<file path="src/hdl/epdsp_pkg.sv">
// Purpose: shared constants and types for the serial write port
// Assumes: one system clock at 100 MHz
// Notes: word carrier holds one received byte with its routing flag
package epdsp_pkg;
   localparam int unsigned EPDSP_CLK_MHZ = 100;
   localparam int unsigned EPDSP_BYTE_BITS = 8;
   localparam int unsigned EPDSP_WORD4_BITS = 8;
   localparam int unsigned EPDSP_WORD3_BITS = 9;
   localparam int unsigned EPDSP_SYNC_STAGES = 2;
   localparam int unsigned EPDSP_FIFO_DEPTH = 2;
   localparam logic [3:0] EPDSP_CNT_RESET = 4'h0;
   localparam logic [7:0] EPDSP_BYTE_RESET = 8'h00;
   // display data when set, command when clear
   typedef struct packed
   {
      logic is_data;
      logic [7:0] value;
   } epdsp_word_s;
   localparam epdsp_word_s EPDSP_WORD_RESET = '{is_data: 1'b0, value: 8'h00};
   typedef enum logic [0:0]
   {
      EPDSP_MODE_4WIRE = 1'b0,
      EPDSP_MODE_3WIRE = 1'b1
   } epdsp_mode_e;
endpackage

</file>
<file path="src/hdl/epdsp_serial_write_port.sv">
// Purpose: write-only serial host port, 4-wire or 3-wire 9-bit
// Assumes: link clock at most 8 MHz, sampled by 100 MHz system clock
// Notes: words leave through a two-entry buffer toward ram/command sinks
// Operation
// - only 4-wire and 3-wire serial modes
// - serial clock shifts, serial line carries data
// - 4-wire: eight bits msb first per rising edge
// - 4-wire: eighth edge samples d/c, writes byte
// - write only, no read-back path
// - 3-wire: nine bits, flag first, ninth completes
// - 3-wire: flag one data, zero command
// - 3-wire: d/c pin ignored, host ties low
// - 4-wire: d/c high data, low command
// - transfers only while chip select low
// - select low 4-wire, high 3-wire
`timescale 1ns/1ps
module epdsp_serial_write_port
   import epdsp_pkg::*;
(
   // clock and reset
   input wire logic i_clk,
   input wire logic i_sys_rst,
   // host pins, asynchronous
   input wire logic i_interface_select_pin,
   input wire logic i_chip_select_low,
   input wire logic i_serial_clock,
   input wire logic i_serial_input_line,
   input wire logic i_data_command,
   input wire logic i_hardware_reset_low,
   // busy level from the controller core
   input wire logic i_core_busy,
   output logic o_busy_indicator_low,
   // received words
   output logic o_word_valid,
   input wire logic i_word_ready,
   output epdsp_word_s o_word,
   // status
   output logic o_overrun,
   output epdsp_mode_e o_mode
);
   logic [5:0] pins_sync;
   logic sclk_s;
   logic csn_s;
   logic serial_input_line_s;
   logic dc_s;
   logic sel_s;
   logic sclk_prev;
   logic [3:0] bit_cnt;
   logic [3:0] next_bit_cnt;
   logic [8:0] shreg;
   logic [8:0] next_shreg;
   logic flag3;
   logic push_valid;
   logic push_ready;
   epdsp_word_s push_word;
   epdsp_word_s next_push_word;
   logic next_push_valid;
   logic overrun;
   epdsp_mode_e mode;
   wire rise;
   wire active;
   wire last_bit;
   wire [3:0] word_len;
   wire core_reset;
   wire busy_block;

   // all pins cross through two flops before use
   epdsp_sync #(
      .WIDTH(6)
   ) u_sync (
      .i_clk(i_clk),
      .i_sys_rst(i_sys_rst),
      .i_async({i_hardware_reset_low, i_interface_select_pin, i_data_command,
                i_serial_input_line, i_chip_select_low, i_serial_clock}),
      .o_sync(pins_sync)
   );

   // pin unpacking
   assign sclk_s = pins_sync[0];
   assign csn_s = pins_sync[1];
   assign serial_input_line_s = pins_sync[2];
   assign dc_s = pins_sync[3];
   assign sel_s = pins_sync[4];

   // edge and framing decode; sclk is slow so edges are never missed
   // reset pin is synchronised too; it reads as held low just after reset
   assign core_reset = ~pins_sync[5];
   assign active = ~csn_s;
   assign rise = active && sclk_s && !sclk_prev;
   assign word_len = (mode == EPDSP_MODE_3WIRE) ? EPDSP_WORD3_BITS[3:0]
                                                : EPDSP_WORD4_BITS[3:0];
   assign last_bit = rise && (bit_cnt == word_len - 4'h1);
   // a frame started while busy is still accepted; the host owns that wait
   assign busy_block = 1'b0;

   // mode latched only when idle, so a mid-frame glitch cannot split a word
   always_ff @(posedge i_clk or posedge i_sys_rst)
   begin
      if (i_sys_rst)
         mode <= EPDSP_MODE_4WIRE;
      else if (!active)
         mode <= sel_s ? EPDSP_MODE_3WIRE : EPDSP_MODE_4WIRE;
   end

   // shifter and counter next values
   always_comb
   begin
      next_bit_cnt = bit_cnt;
      next_shreg = shreg;
      if (!active || core_reset)
      begin
         next_bit_cnt = EPDSP_CNT_RESET;
         next_shreg = '0;
      end
      else if (rise)
      begin
         next_shreg = {shreg[7:0], serial_input_line_s};
         next_bit_cnt = last_bit ? EPDSP_CNT_RESET : bit_cnt + 4'h1;
      end
   end

   // 3-wire flag is the first bit of the word
   always_ff @(posedge i_clk or posedge i_sys_rst)
   begin
      if (i_sys_rst)
         flag3 <= 1'b0;
      else if (rise && bit_cnt == EPDSP_CNT_RESET)
         flag3 <= serial_input_line_s;
   end

   // word assembly at the final edge
   always_comb
   begin
      next_push_word = push_word;
      next_push_valid = push_valid && !push_ready;
      if (last_bit && !busy_block && !core_reset)
      begin
         next_push_valid = 1'b1;
         next_push_word.value = {shreg[6:0], serial_input_line_s};
         if (mode == EPDSP_MODE_3WIRE)
            next_push_word.is_data = flag3;
         else
            next_push_word.is_data = dc_s;
      end
   end

   // state registers
   always_ff @(posedge i_clk or posedge i_sys_rst)
   begin
      if (i_sys_rst)
      begin
         sclk_prev <= 1'b0;
         bit_cnt <= EPDSP_CNT_RESET;
         shreg <= '0;
         push_valid <= 1'b0;
         push_word <= EPDSP_WORD_RESET;
      end
      else
      begin
         sclk_prev <= sclk_s;
         bit_cnt <= next_bit_cnt;
         shreg <= next_shreg;
         push_valid <= next_push_valid;
         push_word <= next_push_word;
      end
   end

   // sticky overrun: a word completed while the staging slot was still held
   always_ff @(posedge i_clk or posedge i_sys_rst)
   begin
      if (i_sys_rst)
         overrun <= 1'b0;
      else if (last_bit && push_valid && !push_ready)
         overrun <= 1'b1;
      else if (core_reset)
         overrun <= 1'b0;
   end

   // two-entry buffer absorbs receiver stalls; no read path exists
   epdsp_fifo #(
      .WIDTH($bits(epdsp_word_s)),
      .DEPTH(EPDSP_FIFO_DEPTH)
   ) u_fifo (
      .i_clk(i_clk),
      .i_sys_rst(i_sys_rst),
      .i_in_valid(push_valid),
      .o_in_ready(push_ready),
      .i_in_data(push_word),
      .o_out_valid(o_word_valid),
      .i_out_ready(i_word_ready),
      .o_out_data(o_word)
   );

   // status outputs, busy pin low while core busy
   always_ff @(posedge i_clk or posedge i_sys_rst)
   begin
      if (i_sys_rst)
         o_busy_indicator_low <= 1'b1;
      else
         o_busy_indicator_low <= ~i_core_busy;
   end
   assign o_overrun = overrun;
   assign o_mode = mode;
endmodule

</file>
<file path="src/hdl/epdsp_sync.sv">
// Purpose: two-flop synchroniser for pin inputs
// Assumes: inputs are asynchronous levels
// Notes: stage one feeds only stage two
`timescale 1ns/1ps
module epdsp_sync
   import epdsp_pkg::*;
#(
   parameter int unsigned WIDTH = 1
)
(
   // clock and reset
   input wire logic i_clk,
   input wire logic i_sys_rst,
   // async levels in, synchronous out
   input wire logic [WIDTH-1:0] i_async,
   output logic [WIDTH-1:0] o_sync
);
   logic [WIDTH-1:0] stage1;
   // double registering for metastability
   always_ff @(posedge i_clk or posedge i_sys_rst)
   begin
      if (i_sys_rst)
      begin
         stage1 <= '0;
         o_sync <= '0;
      end
      else
      begin
         stage1 <= i_async;
         o_sync <= stage1;
      end
   end
endmodule

</file>
<file path="src/hdl/epdsp_fifo.sv">
// Purpose: small valid/ready buffer for received words
// Assumes: depth is a power of two
// Notes: full stalls writer, so the writer must drop or hold
`timescale 1ns/1ps
module epdsp_fifo
   import epdsp_pkg::*;
#(
   parameter int unsigned WIDTH = 9,
   parameter int unsigned DEPTH = EPDSP_FIFO_DEPTH
)
(
   // clock and reset
   input wire logic i_clk,
   input wire logic i_sys_rst,
   // fill side
   input wire logic i_in_valid,
   output logic o_in_ready,
   input wire logic [WIDTH-1:0] i_in_data,
   // drain side
   output logic o_out_valid,
   input wire logic i_out_ready,
   output logic [WIDTH-1:0] o_out_data
);
   localparam int unsigned AW = (DEPTH > 1) ? $clog2(DEPTH) : 1;
   logic [WIDTH-1:0] mem [DEPTH];
   logic [AW:0] wr_ptr;
   logic [AW:0] rd_ptr;
   wire do_wr;
   wire do_rd;
   wire [AW:0] fill;
   // occupancy decode
   assign fill = wr_ptr - rd_ptr;
   assign o_in_ready = (fill != DEPTH[AW:0]);
   assign o_out_valid = (fill != '0);
   assign do_wr = i_in_valid && o_in_ready;
   assign do_rd = o_out_valid && i_out_ready;
   assign o_out_data = mem[rd_ptr[AW-1:0]];
   // pointers
   always_ff @(posedge i_clk or posedge i_sys_rst)
   begin
      if (i_sys_rst)
      begin
         wr_ptr <= '0;
         rd_ptr <= '0;
      end
      else
      begin
         if (do_wr)
            wr_ptr <= wr_ptr + 1'b1;
         if (do_rd)
            rd_ptr <= rd_ptr + 1'b1;
      end
   end
   // storage, no reset needed for data
   always_ff @(posedge i_clk)
   begin
      if (do_wr)
         mem[wr_ptr[AW-1:0]] <= i_in_data;
   end
endmodule

</file>
<file path="config.mk">
export PLATFORM = sky130hd
export DESIGN_NAME = epdsp_serial_write_port
export DESIGN_NICKNAME = d
export VERILOG_FILES = /design/src/hdl/epdsp_pkg.sv /design/src/hdl/epdsp_serial_write_port.sv /design/src/hdl/epdsp_sync.sv /design/src/hdl/epdsp_fifo.sv
export SDC_FILE = /design/constraint.sdc
export NUM_CORES = 1
export LEC_CHECK = 0
export ABC_AREA = 1
export BUFFER_PORTS_ARGS = -buffer_cell sky130_fd_sc_hd__buf_2
export CORE_ASPECT_RATIO = 1.2
export CORE_MARGIN = 5
export CORE_UTILIZATION = 55
export CTS_CLUSTER_SIZE = 30
export DETAILED_ROUTE_END_ITERATION = 6
export PLACE_DENSITY = 0.74
export SKIP_CTS_REPAIR_TIMING = 1
export SYNTH_ARGS = -nofsm -noshare
export SYNTH_HDL_FRONTEND = slang
export SYNTH_SLANG_ARGS = --single-unit
</file>
<file path="constraint.sdc">
create_clock -name i_clk -period 3.6 [get_ports i_clk]
set_input_delay 0 -clock i_clk [delete_from_list [all_inputs] [get_ports i_clk]]
set_output_delay 0 -clock i_clk [all_outputs]
set_load 0.005 [all_outputs]
</file>
# Word level (Yosys, flattened, before mapping)
# Memories as Yosys holds them, arrays and structs flattened.
# Index checks and enable logic that the tools add are counted.
dict set report classes {
  addsub 5
  n_eq_ne 3
  mux 13
  n_bitwise 3
  reduce_logical 16
}
# op count
set ops {}
lappend ops {{$mux W7} 2}
lappend ops {{$mux W4} 3}
lappend ops {{$logic_and A1 B1 Y1} 10}
lappend ops {{$mux W1} 8}
lappend ops {{$add A2 B1 Y2 const B} 2}
lappend ops {{$add A4 B1 Y4 const B} 1}
lappend ops {{$eq A4 B4 Y1} 1}
lappend ops {{$logic_not A4 Y1} 1}
lappend ops {{$ne A2 B2 Y1 const B} 2}
lappend ops {{$reduce_bool A2 Y1} 2}
lappend ops {{$sub A4 B1 Y4 const B} 1}
lappend ops {{$not A1 Y1} 3}
lappend ops {{$logic_not A1 Y1} 2}
lappend ops {{$sub A2 B2 Y2} 1}
lappend ops {{$logic_or A1 B1 Y1} 1}
dict set report word_totals {
  regBits 42
  mem_bits_rw 18
  inputBits 10
  elab_cells 55
  memories 1
}
# memory depth word_bits read_ports rd_clocked_by_memory_dff write_ports line_no
set memory_table {}
lappend memory_table {u_fifo.mem 2 9 1 0 1 epdsp_fifo.sv:25} ;# logic [WIDTH-1:0] mem [DEPTH];

# Logic depth before layout (Yosys ltp)
# Gate-level depths: netlist of run 1.
dict set report depth {
  depth_word 7
  depth_mapped 8
  depth_no_buf 8
}

# Cells and area by module
# From an unflattened synthesis of run 1, not the netlist that was laid out.
dict set report hier_totals {
  cells_unflattened 228
  hier_area_um2 2374.8
}
# module instances cells_per_inst area_each_um2 seq_area_each_um2
set by_module_without_submodules {}
lappend by_module_without_submodules {epdsp_serial_write_port 1 130 1166.1 651.9}
lappend by_module_without_submodules {epdsp_fifo 1 85 904.6 640.6}
lappend by_module_without_submodules {epdsp_sync 1 13 304.0 300.3}

# Least setup slack after synthesis of run 1
# Ideal clock, no wire load.
dict set report synth_path {
  path_type {reg2reg}
  startpoint {register u_fifo.wr_ptr[0]}
  endpoint {memory u_fifo.mem[0][0], enable pin}
  arrival_ns 1.174
  required_ns 3.226
  path_slack_ns 2.052
  path_stages_with_launch 7
  path_cell_list {dfrtp_1 -> inv_2 -> nand2_1 -> nand2_1 -> nand2_1 -> nand2_2 -> nor2_1}
}
dict set report synth_via {
  elab_chain_cells 5
}
# item line_no
set synth_rtl {}
lappend synth_rtl {{start, declared} epdsp_fifo.sv:26} ;# logic [AW:0] wr_ptr;
lappend synth_rtl {{start signal, assigned} epdsp_fifo.sv:49} ;# wr_ptr <= wr_ptr + 1'b1;
lappend synth_rtl {{$sub A2 B2 Y2} epdsp_fifo.sv:32} ;# assign fill = wr_ptr - rd_ptr;
lappend synth_rtl {{$ne A2 B2 Y1} epdsp_fifo.sv:33} ;# assign o_in_ready = (fill != DEPTH[AW:0]);
lappend synth_rtl {{$logic_and A1 B1 Y1} epdsp_fifo.sv:35} ;# assign do_wr = i_in_valid && o_in_ready;
lappend synth_rtl {{$mux W1} epdsp_fifo.sv:57} ;# if (do_wr)
lappend synth_rtl {{$mux W1 (implied by the code)} epdsp_fifo.sv:58} ;# mem[wr_ptr[AW-1:0]] <= i_in_data;
lappend synth_rtl {{end, declared} epdsp_fifo.sv:25}
# Parallel ways exist; a longest one is shown, timed or not.

# Worst setup path in the final report of run 1
dict set report layout_path {
  startpoint {register u_fifo.rd_ptr[0]}
  endpoint {memory u_fifo.mem[0][7], enable pin}
}
dict set report layout_via {
  elab_chain_cells 5
}
# item line_no
set layout_rtl {}
lappend layout_rtl {{start, declared} epdsp_fifo.sv:27} ;# logic [AW:0] rd_ptr;
lappend layout_rtl {{start signal, assigned} epdsp_fifo.sv:51} ;# rd_ptr <= rd_ptr + 1'b1;
lappend layout_rtl {{$sub A2 B2 Y2} epdsp_fifo.sv:32}
lappend layout_rtl {{$ne A2 B2 Y1} epdsp_fifo.sv:33}
lappend layout_rtl {{$logic_and A1 B1 Y1} epdsp_fifo.sv:35}
lappend layout_rtl {{$mux W1} epdsp_fifo.sv:57}
lappend layout_rtl {{$mux W1 (implied by the code)} epdsp_fifo.sv:58}
# Every way passes these cells.

==> impl.org, run 1 <==
** Status
- Outcome :: complete, no violations

** CTS
- Maximum root-to-sink buffer count :: 2
- Clock-pin slew was measured on the worst setup and hold paths at 0.06 ns.
- Clock tree from TritonCTS :: done
- Clock latency at the later pin of the worst-skew pair :: 0.32 ns
- Clock root buffer :: clkbuf_8
- Number of clock buffers inserted by TritonCTS :: 9
- The clock tree synthesis step divided the H-tree into 3 levels.
- Clock tree synthesis found a total of 60 sinks.

** Timing
- Setup violations remaining at the end of the flow were counted as 0.
- After routing, the total negative slack on setup checks comes to 0 ns.
- Final count of hold timing violations :: 0
- In the finished design, the share of the clock period the worst path needs comes to 0.587.
- Headroom to the max-slew limit came out at 0.562.
- The number of max-slew violations in the final report is 0.
- Post-route minimum period :: 2.11 ns
- Timing would allow up to 474 MHz.
- Setup repair after global routing left no endpoint under its margin.
- Actual transition at the worst max-transition pin :: 0.654 ns
- On the final layout, the worst clock skew is 0.00480 ns.

** Synthesis
- Counting flops and latches in the post-synthesis netlist gives 60.
- In this run, synthesis inferred 18 flip-flops with an integrated enable.
- For this run, asynchronously set or reset flops after synthesis account for 0.700.
- The synthesized design spends more area on one cell type than any other, namely dfrtp_1.
- Synthesis produced a netlist whose cell count is 222.
- The cell area that synthesis handed to floorplanning was 2360 um2.
- Of the post-synthesis cell area, the dominant cell type holds 0.435.
- Counting distinct cell types in the post-synthesis netlist gives 26.
- Post-synth top cells :: nand2_1, dfrtp_1, inv_1, edfxtp_1, nand3_1
- Post-synth net total :: 234
- Ys Warns :: 0
- Sorting the synthesized cells by area gives the leading types as dfrtp_1, edfxtp_1, nand2_1, nand3_1, inv_1.
- The most common cell in the synthesized netlist is nand2_1.
- The share of the Yosys chip area taken by registers is 0.675.
- Mean post-synth cell area :: 10.6 um2
- Ys flop type :: dfrtp_1

** Global route
- Grt ovf :: 0
- GR met3 Demand/Resource :: 0.0416
- Initial antenna violation count :: 0
- Number of global-route vias before repair :: 1,423
- For met1 alone, demand over resource in global routing was 0.161.
- Wire length of the first global-routing pass :: 6240 um
- GRT Util Overall :: 0.148
- Entering global routing, the biggest net connects 43 pins.
- Global routing usage on met2 :: 0.240
- Most used routing layer in global routing :: met2

** Setup path
- Along the worst path, the maximum fanout reaches 13.
- Critical path type :: reg2reg
- Data arrival, critical path :: 2.07 ns
- Required time at the worst-slack endpoint :: 3.56 ns
- The most numerous cell type found on the critical path is nand2_1.
- Longest individual stage delay on the worst path :: 0.57 ns
- STA classifies the critical path startpoint as a register.
- The signal on the critical path passes through inv_1 -> nand2_1 -> nand2_1 -> nand2_1 -> nand2_2 -> nor2_1.
- Among all stages on the critical path, the largest delay is contributed by dfrtp_1.
- Sort of element at the end of the critical path :: register

** Pwr
- Largest vdd supply drop :: 0.308 mV
- Of the total power, the clock network draws 0.449.
- The internal power of the cells totals 1.11 mW.
- P_sw :: 0.269 mW
- PD cells :: 492 nW/um2
- Of the total power, the share spent switching nets is 0.195.
- Fraction of power consumed by combinational cells :: 0.030
- For this design the static power due to leakage is 1.31 nW.
- Of the total power, registers draw 0.522.
- The design draws 1.38 mW.

** Floorplan
- In this run the count of I/O pins placed on the die edge is 23.
- Floorplan die width :: 69.8 um
- The floorplan step set the die height to 81.8 um.
- The floorplan step defined a die boundary enclosing 5710 um2.
- Initial Utilization :: 0.563
- Core Box Area :: 4200 um2
- In this run the core area contains 26 standard-cell rows.

** Cells and area
- After the last flow step, the layout net total stands at 272.
- 0 antenna diodes ended up in the layout.
- Layout area overhead :: 18.5%
- Of the cells placed in the final design, the portion with a size suffix greater than 1 is 0.189.

** Drt
- The count of nets left with antenna violations once routing finished came out at 0.
- Vias after detailed routing :: 1,499
- Total Routed Length :: 3630 um
- Wire length per cell :: 11.3 um
- The first detailed-routing pass ran for 5 iterations.
- The detailed router finished its first iteration with 74 violations.
- In the routed layout, each cell is associated on average with a via count of 4.67.
- In the routed design, unresolved DRC markers number 0.

** Placed design
- Once detailed placement completed, the half-perimeter wirelength came to 2360 um.
- Number of buffers inserted by port buffering :: 22
- The congestion estimate from routability-driven global placement came to 0.735.

** Worst hold path
- Worst Hold Class :: in2reg

** Flow run
- Max cap viols :: 0
==> worst max-delay path: cells and delay by family (launching register included) <==
kind / cells / cell delay [ns]
DFF: 1 / 0.57
buffers and inverters: 1 / 0.25
and+or+nand+nor: 5 / 0.91
==> area by class of cell <==
type	instances	area, um2
clock inverter	7	81.3
sequential	60	1590
clock buffer	9	124
fill	315	1400
inverter	23	88.8
multi-input combinational	134	633
tap	56	70.1
timing repair buffer	32	208
==> layer usage <==
layer / wire length [um] / part of all wire / up-vias
met1: 1490 / 0.41 / 681
met4: 64 / 0.018 / 0
li1: - / - / 781
met2: 1920 / 0.53 / 32
met5: 0 / 0 / -
met3: 155 / 0.043 / 5
==> state kept, by name, summed over array words and instances, names as in the netlist, 2 cells and up <==
signal / flops
u_fifo.wr_ptr: 2
u_sync.stage1: 6
bit_cnt: 4
u_sync.o_sync: 6
u_fifo.mem: 18
shreg: 7
push_word: 9
u_fifo.rd_ptr: 2
==> through the flow <==
step / area [um2] / setup slack, ns / hold WS [ns] / utilization / cells
after floorplan: 2360 / 2.05 / 0.0262 / - / 222
after global placement: 2500 / 1.54 / 0.108 / 0.596 / 296
after detailed placement: 2500 / 1.48 / 0.110 / 0.596 / 296
after CTS: 2710 / 1.45 / -0.246 / 0.645 / 312
after global routing: 2800 / 1.25 / 0.306 / 0.667 / 321
final: 2800 / 1.49 / 0.312 / 0.667 / 321
==> final timing paths <==
path	start	endpoint	slack, ns	cells past startpoint
worst max-delay path	u_fifo.rd_ptr[0]	u_fifo.mem[0][7]	1.49	6
worst min-delay path	i_core_busy	o_busy_indicator_low	0.31	3
worst max register to register	u_fifo.rd_ptr[0]	u_fifo.mem[0][7]	1.49	6
worst min register to register	u_sync.stage1[2]	u_sync.o_sync[2]	0.35	0
max in group asynchronous	i_sys_rst	o_busy_indicator_low	2.90	4
min in group asynchronous	i_sys_rst	u_fifo.wr_ptr[1]	0.33	4
==> kinds of logic (layout without fill, tap and decap cells) <==
group           after synthesis  count (layout)  synth area share
compound gates               13              13            0.0307
xor+xnor                      2               2           0.00742
simple gates                117             117             0.219
flops                        60              60             0.675
fa+ha+maj                     2               2            0.0106
buf+inv                      28              71            0.0572
==> cell usage in the layout (no fill, tap or decap), drive strengths merged, types with 2 or more instances in the layout <==
cell type	netlist	final
edfxtp	18	18
inv	23	23
nor2	11	11
o22ai	6	6
nand2	87	87
dfrtp	41	41
clkbuf	2	9
bufinv	0	2
dlygate4sd3	0	9
clkinv	0	5
o21ai	6	6
ha	2	2
buf	3	23
nand3	18	18
==> power by group through the flow <==
stage | Combinational [mW] | Sequential (mW) | Clock [mW]
after floorplan | 0.0226 | 0.729 | 0
after global placement | 0.0330 | 0.730 | 0
after detailed placement | 0.0342 | 0.731 | 0
after CTS | 0.0344 | 0.718 | 0.636
after global routing | 0.0473 | 0.719 | 0.673
final | 0.0411 | 0.718 | 0.617
Note: power is estimated with default switching activity, not from simulation.
==> run 2, diff against run 1 <==
- clock period: 3.6 -> 2.2 ns (I/O delays scaled with it)
==> run 2 against run 1 <==
Effect of this change:
- die area stayed put
- largest power group unchanged
- count of clock-buffer cells in the layout up 5
- critical path type unchanged
- wire length is 2.0% lower
- global-route usage rose by 0.27 points
- design area decreased by 0.27%
==> impl.org, run 2 (synthesis gave the netlist of run 1 again) <==
** Timing
- Min setup slack post-route :: 0.391 ns
- Max Freq :: 553 MHz
- Slew Viols, Final :: 0
- Fraction of the cycle the final worst path needs :: 0.822
- Setup repair after global routing missed its margin :: no
- Rel. slew slack :: 0.662
- Post-route minimum period :: 1.81 ns
- Setup_tns :: 0 ns
- For the pin with the worst max-slew slack, the measured transition is 0.507 ns.
- The final-report hold violation count came to 0.
- Final setup fails :: 0
- The clock arrives with 0.00328 ns of skew.

** Global route
- The via count of the first global-routing pass is 1,487.
- Met1 routing resource usage after global routing :: 0.170
- The first global-routing pass estimated 6510 um of wire.
- For met2 alone, demand over resource in global routing was 0.252.
- The number of antenna violations at the first check in global routing was 0.
- Pin count of the biggest net entering global routing :: 43
- GRT Util Overall :: 0.151
- In the global route stage, met3 resource usage came out at 0.0514.
- Most used routing layer in global routing :: met2
- Global routing finished with a remaining overflow of 0.

** Placed design
- Dpl cell area :: 2520 um2
- The wire-length estimate of the detail-placed layout is 2300 um.
- Buffers placed on the I/O ports in this run total 22.
- Routability cong. :: 0.727
- Pre-CTS worst setup slack :: 0.459 ns
- DP Cell Count :: 298

** Cells and area
- Fill cell instance count of the final layout :: 313
- Layout area overhead :: 18.2%
- Of the cells placed in the final design, the portion with a size suffix greater than 1 is 0.199.
- Highest-count cells in the layout ignoring fill and taps :: nand2_1, dfrtp_1, buf_2
- With fillers left out, the area of the finished cells amounts to 2790 um2.
- The repair_antennas step left the layout with diodes totalling 0.
- Excluding fillers, the count of instances in the completed layout stands at 323.
- Across the whole layout, storage elements account for 1590 um2.
- Net count, final :: 274
- Multi-input logic area :: 633 um2
- The register with the most flip-flops in the layout has 18 of them.
- Most common cell after layout, fill and taps aside :: nand2_1

** Setup path
- For the worst setup path, the data required time is 2.16 ns.
- Sort of element at the end of the critical path :: register
- Worst setup startpoint :: u_fifo.rd_ptr[0]
- Biggest fanout along the worst timing path :: 13
- Critical path type :: reg2reg
- FF-to-FF Start :: u_fifo.rd_ptr[0]
- STA classifies the critical path startpoint as a register.
- Data arrives at the worst endpoint at 1.77 ns.

** Drt
- The detail route stage leaves a number of antenna-violating nets equal to 0.
- Initial detailed-routing violation count :: 96
- Routed vias/inst :: 4.58
- Wire length per cell :: 11.0 um
- The routed layout has 1,480 vias.
- For this run, the detailed router's first-pass iteration total came to 4.
- For this run, design rule violations remaining after detail routing come to 0.
- Total Routed Length :: 3560 um

** Floorplan
- Initial Utilization :: 0.563
- Chip height :: 81.8 um
- Die Outline Area :: 5710 um2
- Core Box Area :: 4200 um2
- 23 I/O pins were placed.
- After floorplanning, the core was divided into 26 placement rows.
- The die is 69.8 um wide.

** CTS
- In this run the number of H-tree levels came out at 3.
- Clk slew on worst S/H paths :: 0.06 ns
- Clock tree synthesis inserted a total of 9 buffers.
- Clock tree from TritonCTS :: done
- The clock reaches the later pin of the worst-skew pair after 0.32 ns.
- Clock sink total :: 60
- Clock root buffer :: clkbuf_8
- Maximum root-to-sink buffer count :: 2

** Worst hold path
- Worst Hold Class :: in2reg
- The startpoint identified for the worst hold timing path is i_core_busy.

** Status
- Outcome :: complete, no violations

** Pwr
- Proportion of total power due to net switching :: 0.202
- Portion of total power attributed to sequential cells :: 0.555
- Pleak :: 1.31 nW
- Total power for the finished layout comes to 2.12 mW.
- Fraction of power consumed by combinational cells :: 0.031
- For this design the ratio of total power to cell area is 758 nW/um2.
- For this design the total switching power over the nets is 0.426 mW.
- Of the total power, the clock network draws 0.414.
- Largest vdd supply drop :: 0.500 mV
- Cell internal power was estimated by the tool at 1.69 mW.

** Flow run
- Max cap viols :: 0
[run 2: path summary, 6_finish.rpt]
check / slack, ns / depth (start not counted) / end
min: 0.32 / 3 / o_busy_indicator_low
min in group asynchronous: 0.34 / 4 / u_fifo.rd_ptr[1]
max reg2reg: 0.39 / 6 / u_fifo.mem[1][7]
max in group asynchronous: 1.48 / 4 / o_busy_indicator_low
max: 0.39 / 6 / u_fifo.mem[1][7]
min reg2reg: 0.35 / 0 / u_sync.o_sync[2]
[run 2: worst max-delay path, cell delays in order (launching register included)]
cell and delay (ns):
dfrtp_1 0.56, inv_1 0.12, nand2_1 0.08, nand2_1 0.06, nand2_1 0.14, nand2_2 0.10
nor2_2 0.38
[run 2: cell type report]
cell class | count | area share
tap | 56 | 0.0251
multi-input combinational | 134 | 0.227
timing repair buffer | 34 | 0.0798
clock buffer | 14 | 0.0619
inverter | 23 | 0.0318
sequential | 60 | 0.571
clock inverter | 2 | 0.00359
[run 2: metal layers]
| layer | wire length (um) | vias to the layer above |
|---|---|---|
| met5 | 0 | - |
| met4 | 45 | 0 |
| met3 | 168 | 4 |
| met2 | 1850 | 23 |
| met1 | 1490 | 665 |
| li1 | - | 788 |
[run 2: power groups by stage]
stage | sequential [mW] | clock [mW] | combinational [mW]
after global routing | 1.18 | 0.954 | 0.0788
final | 1.17 | 0.875 | 0.0661
after global placement | 1.19 | 0 | 0.0543
after detailed placement | 1.20 | 0 | 0.0554
after floorplan | 1.19 | 0 | 0.0370
after CTS | 1.17 | 0.896 | 0.0556
[run 2: through the flow]
step / util / hold WS (ns)
after floorplan: - / 0.0262
after global placement: 0.600 / 0.108
after detailed placement: 0.600 / 0.110
after CTS: 0.643 / -0.232
after global routing: 0.665 / 0.314
final: 0.665 / 0.317
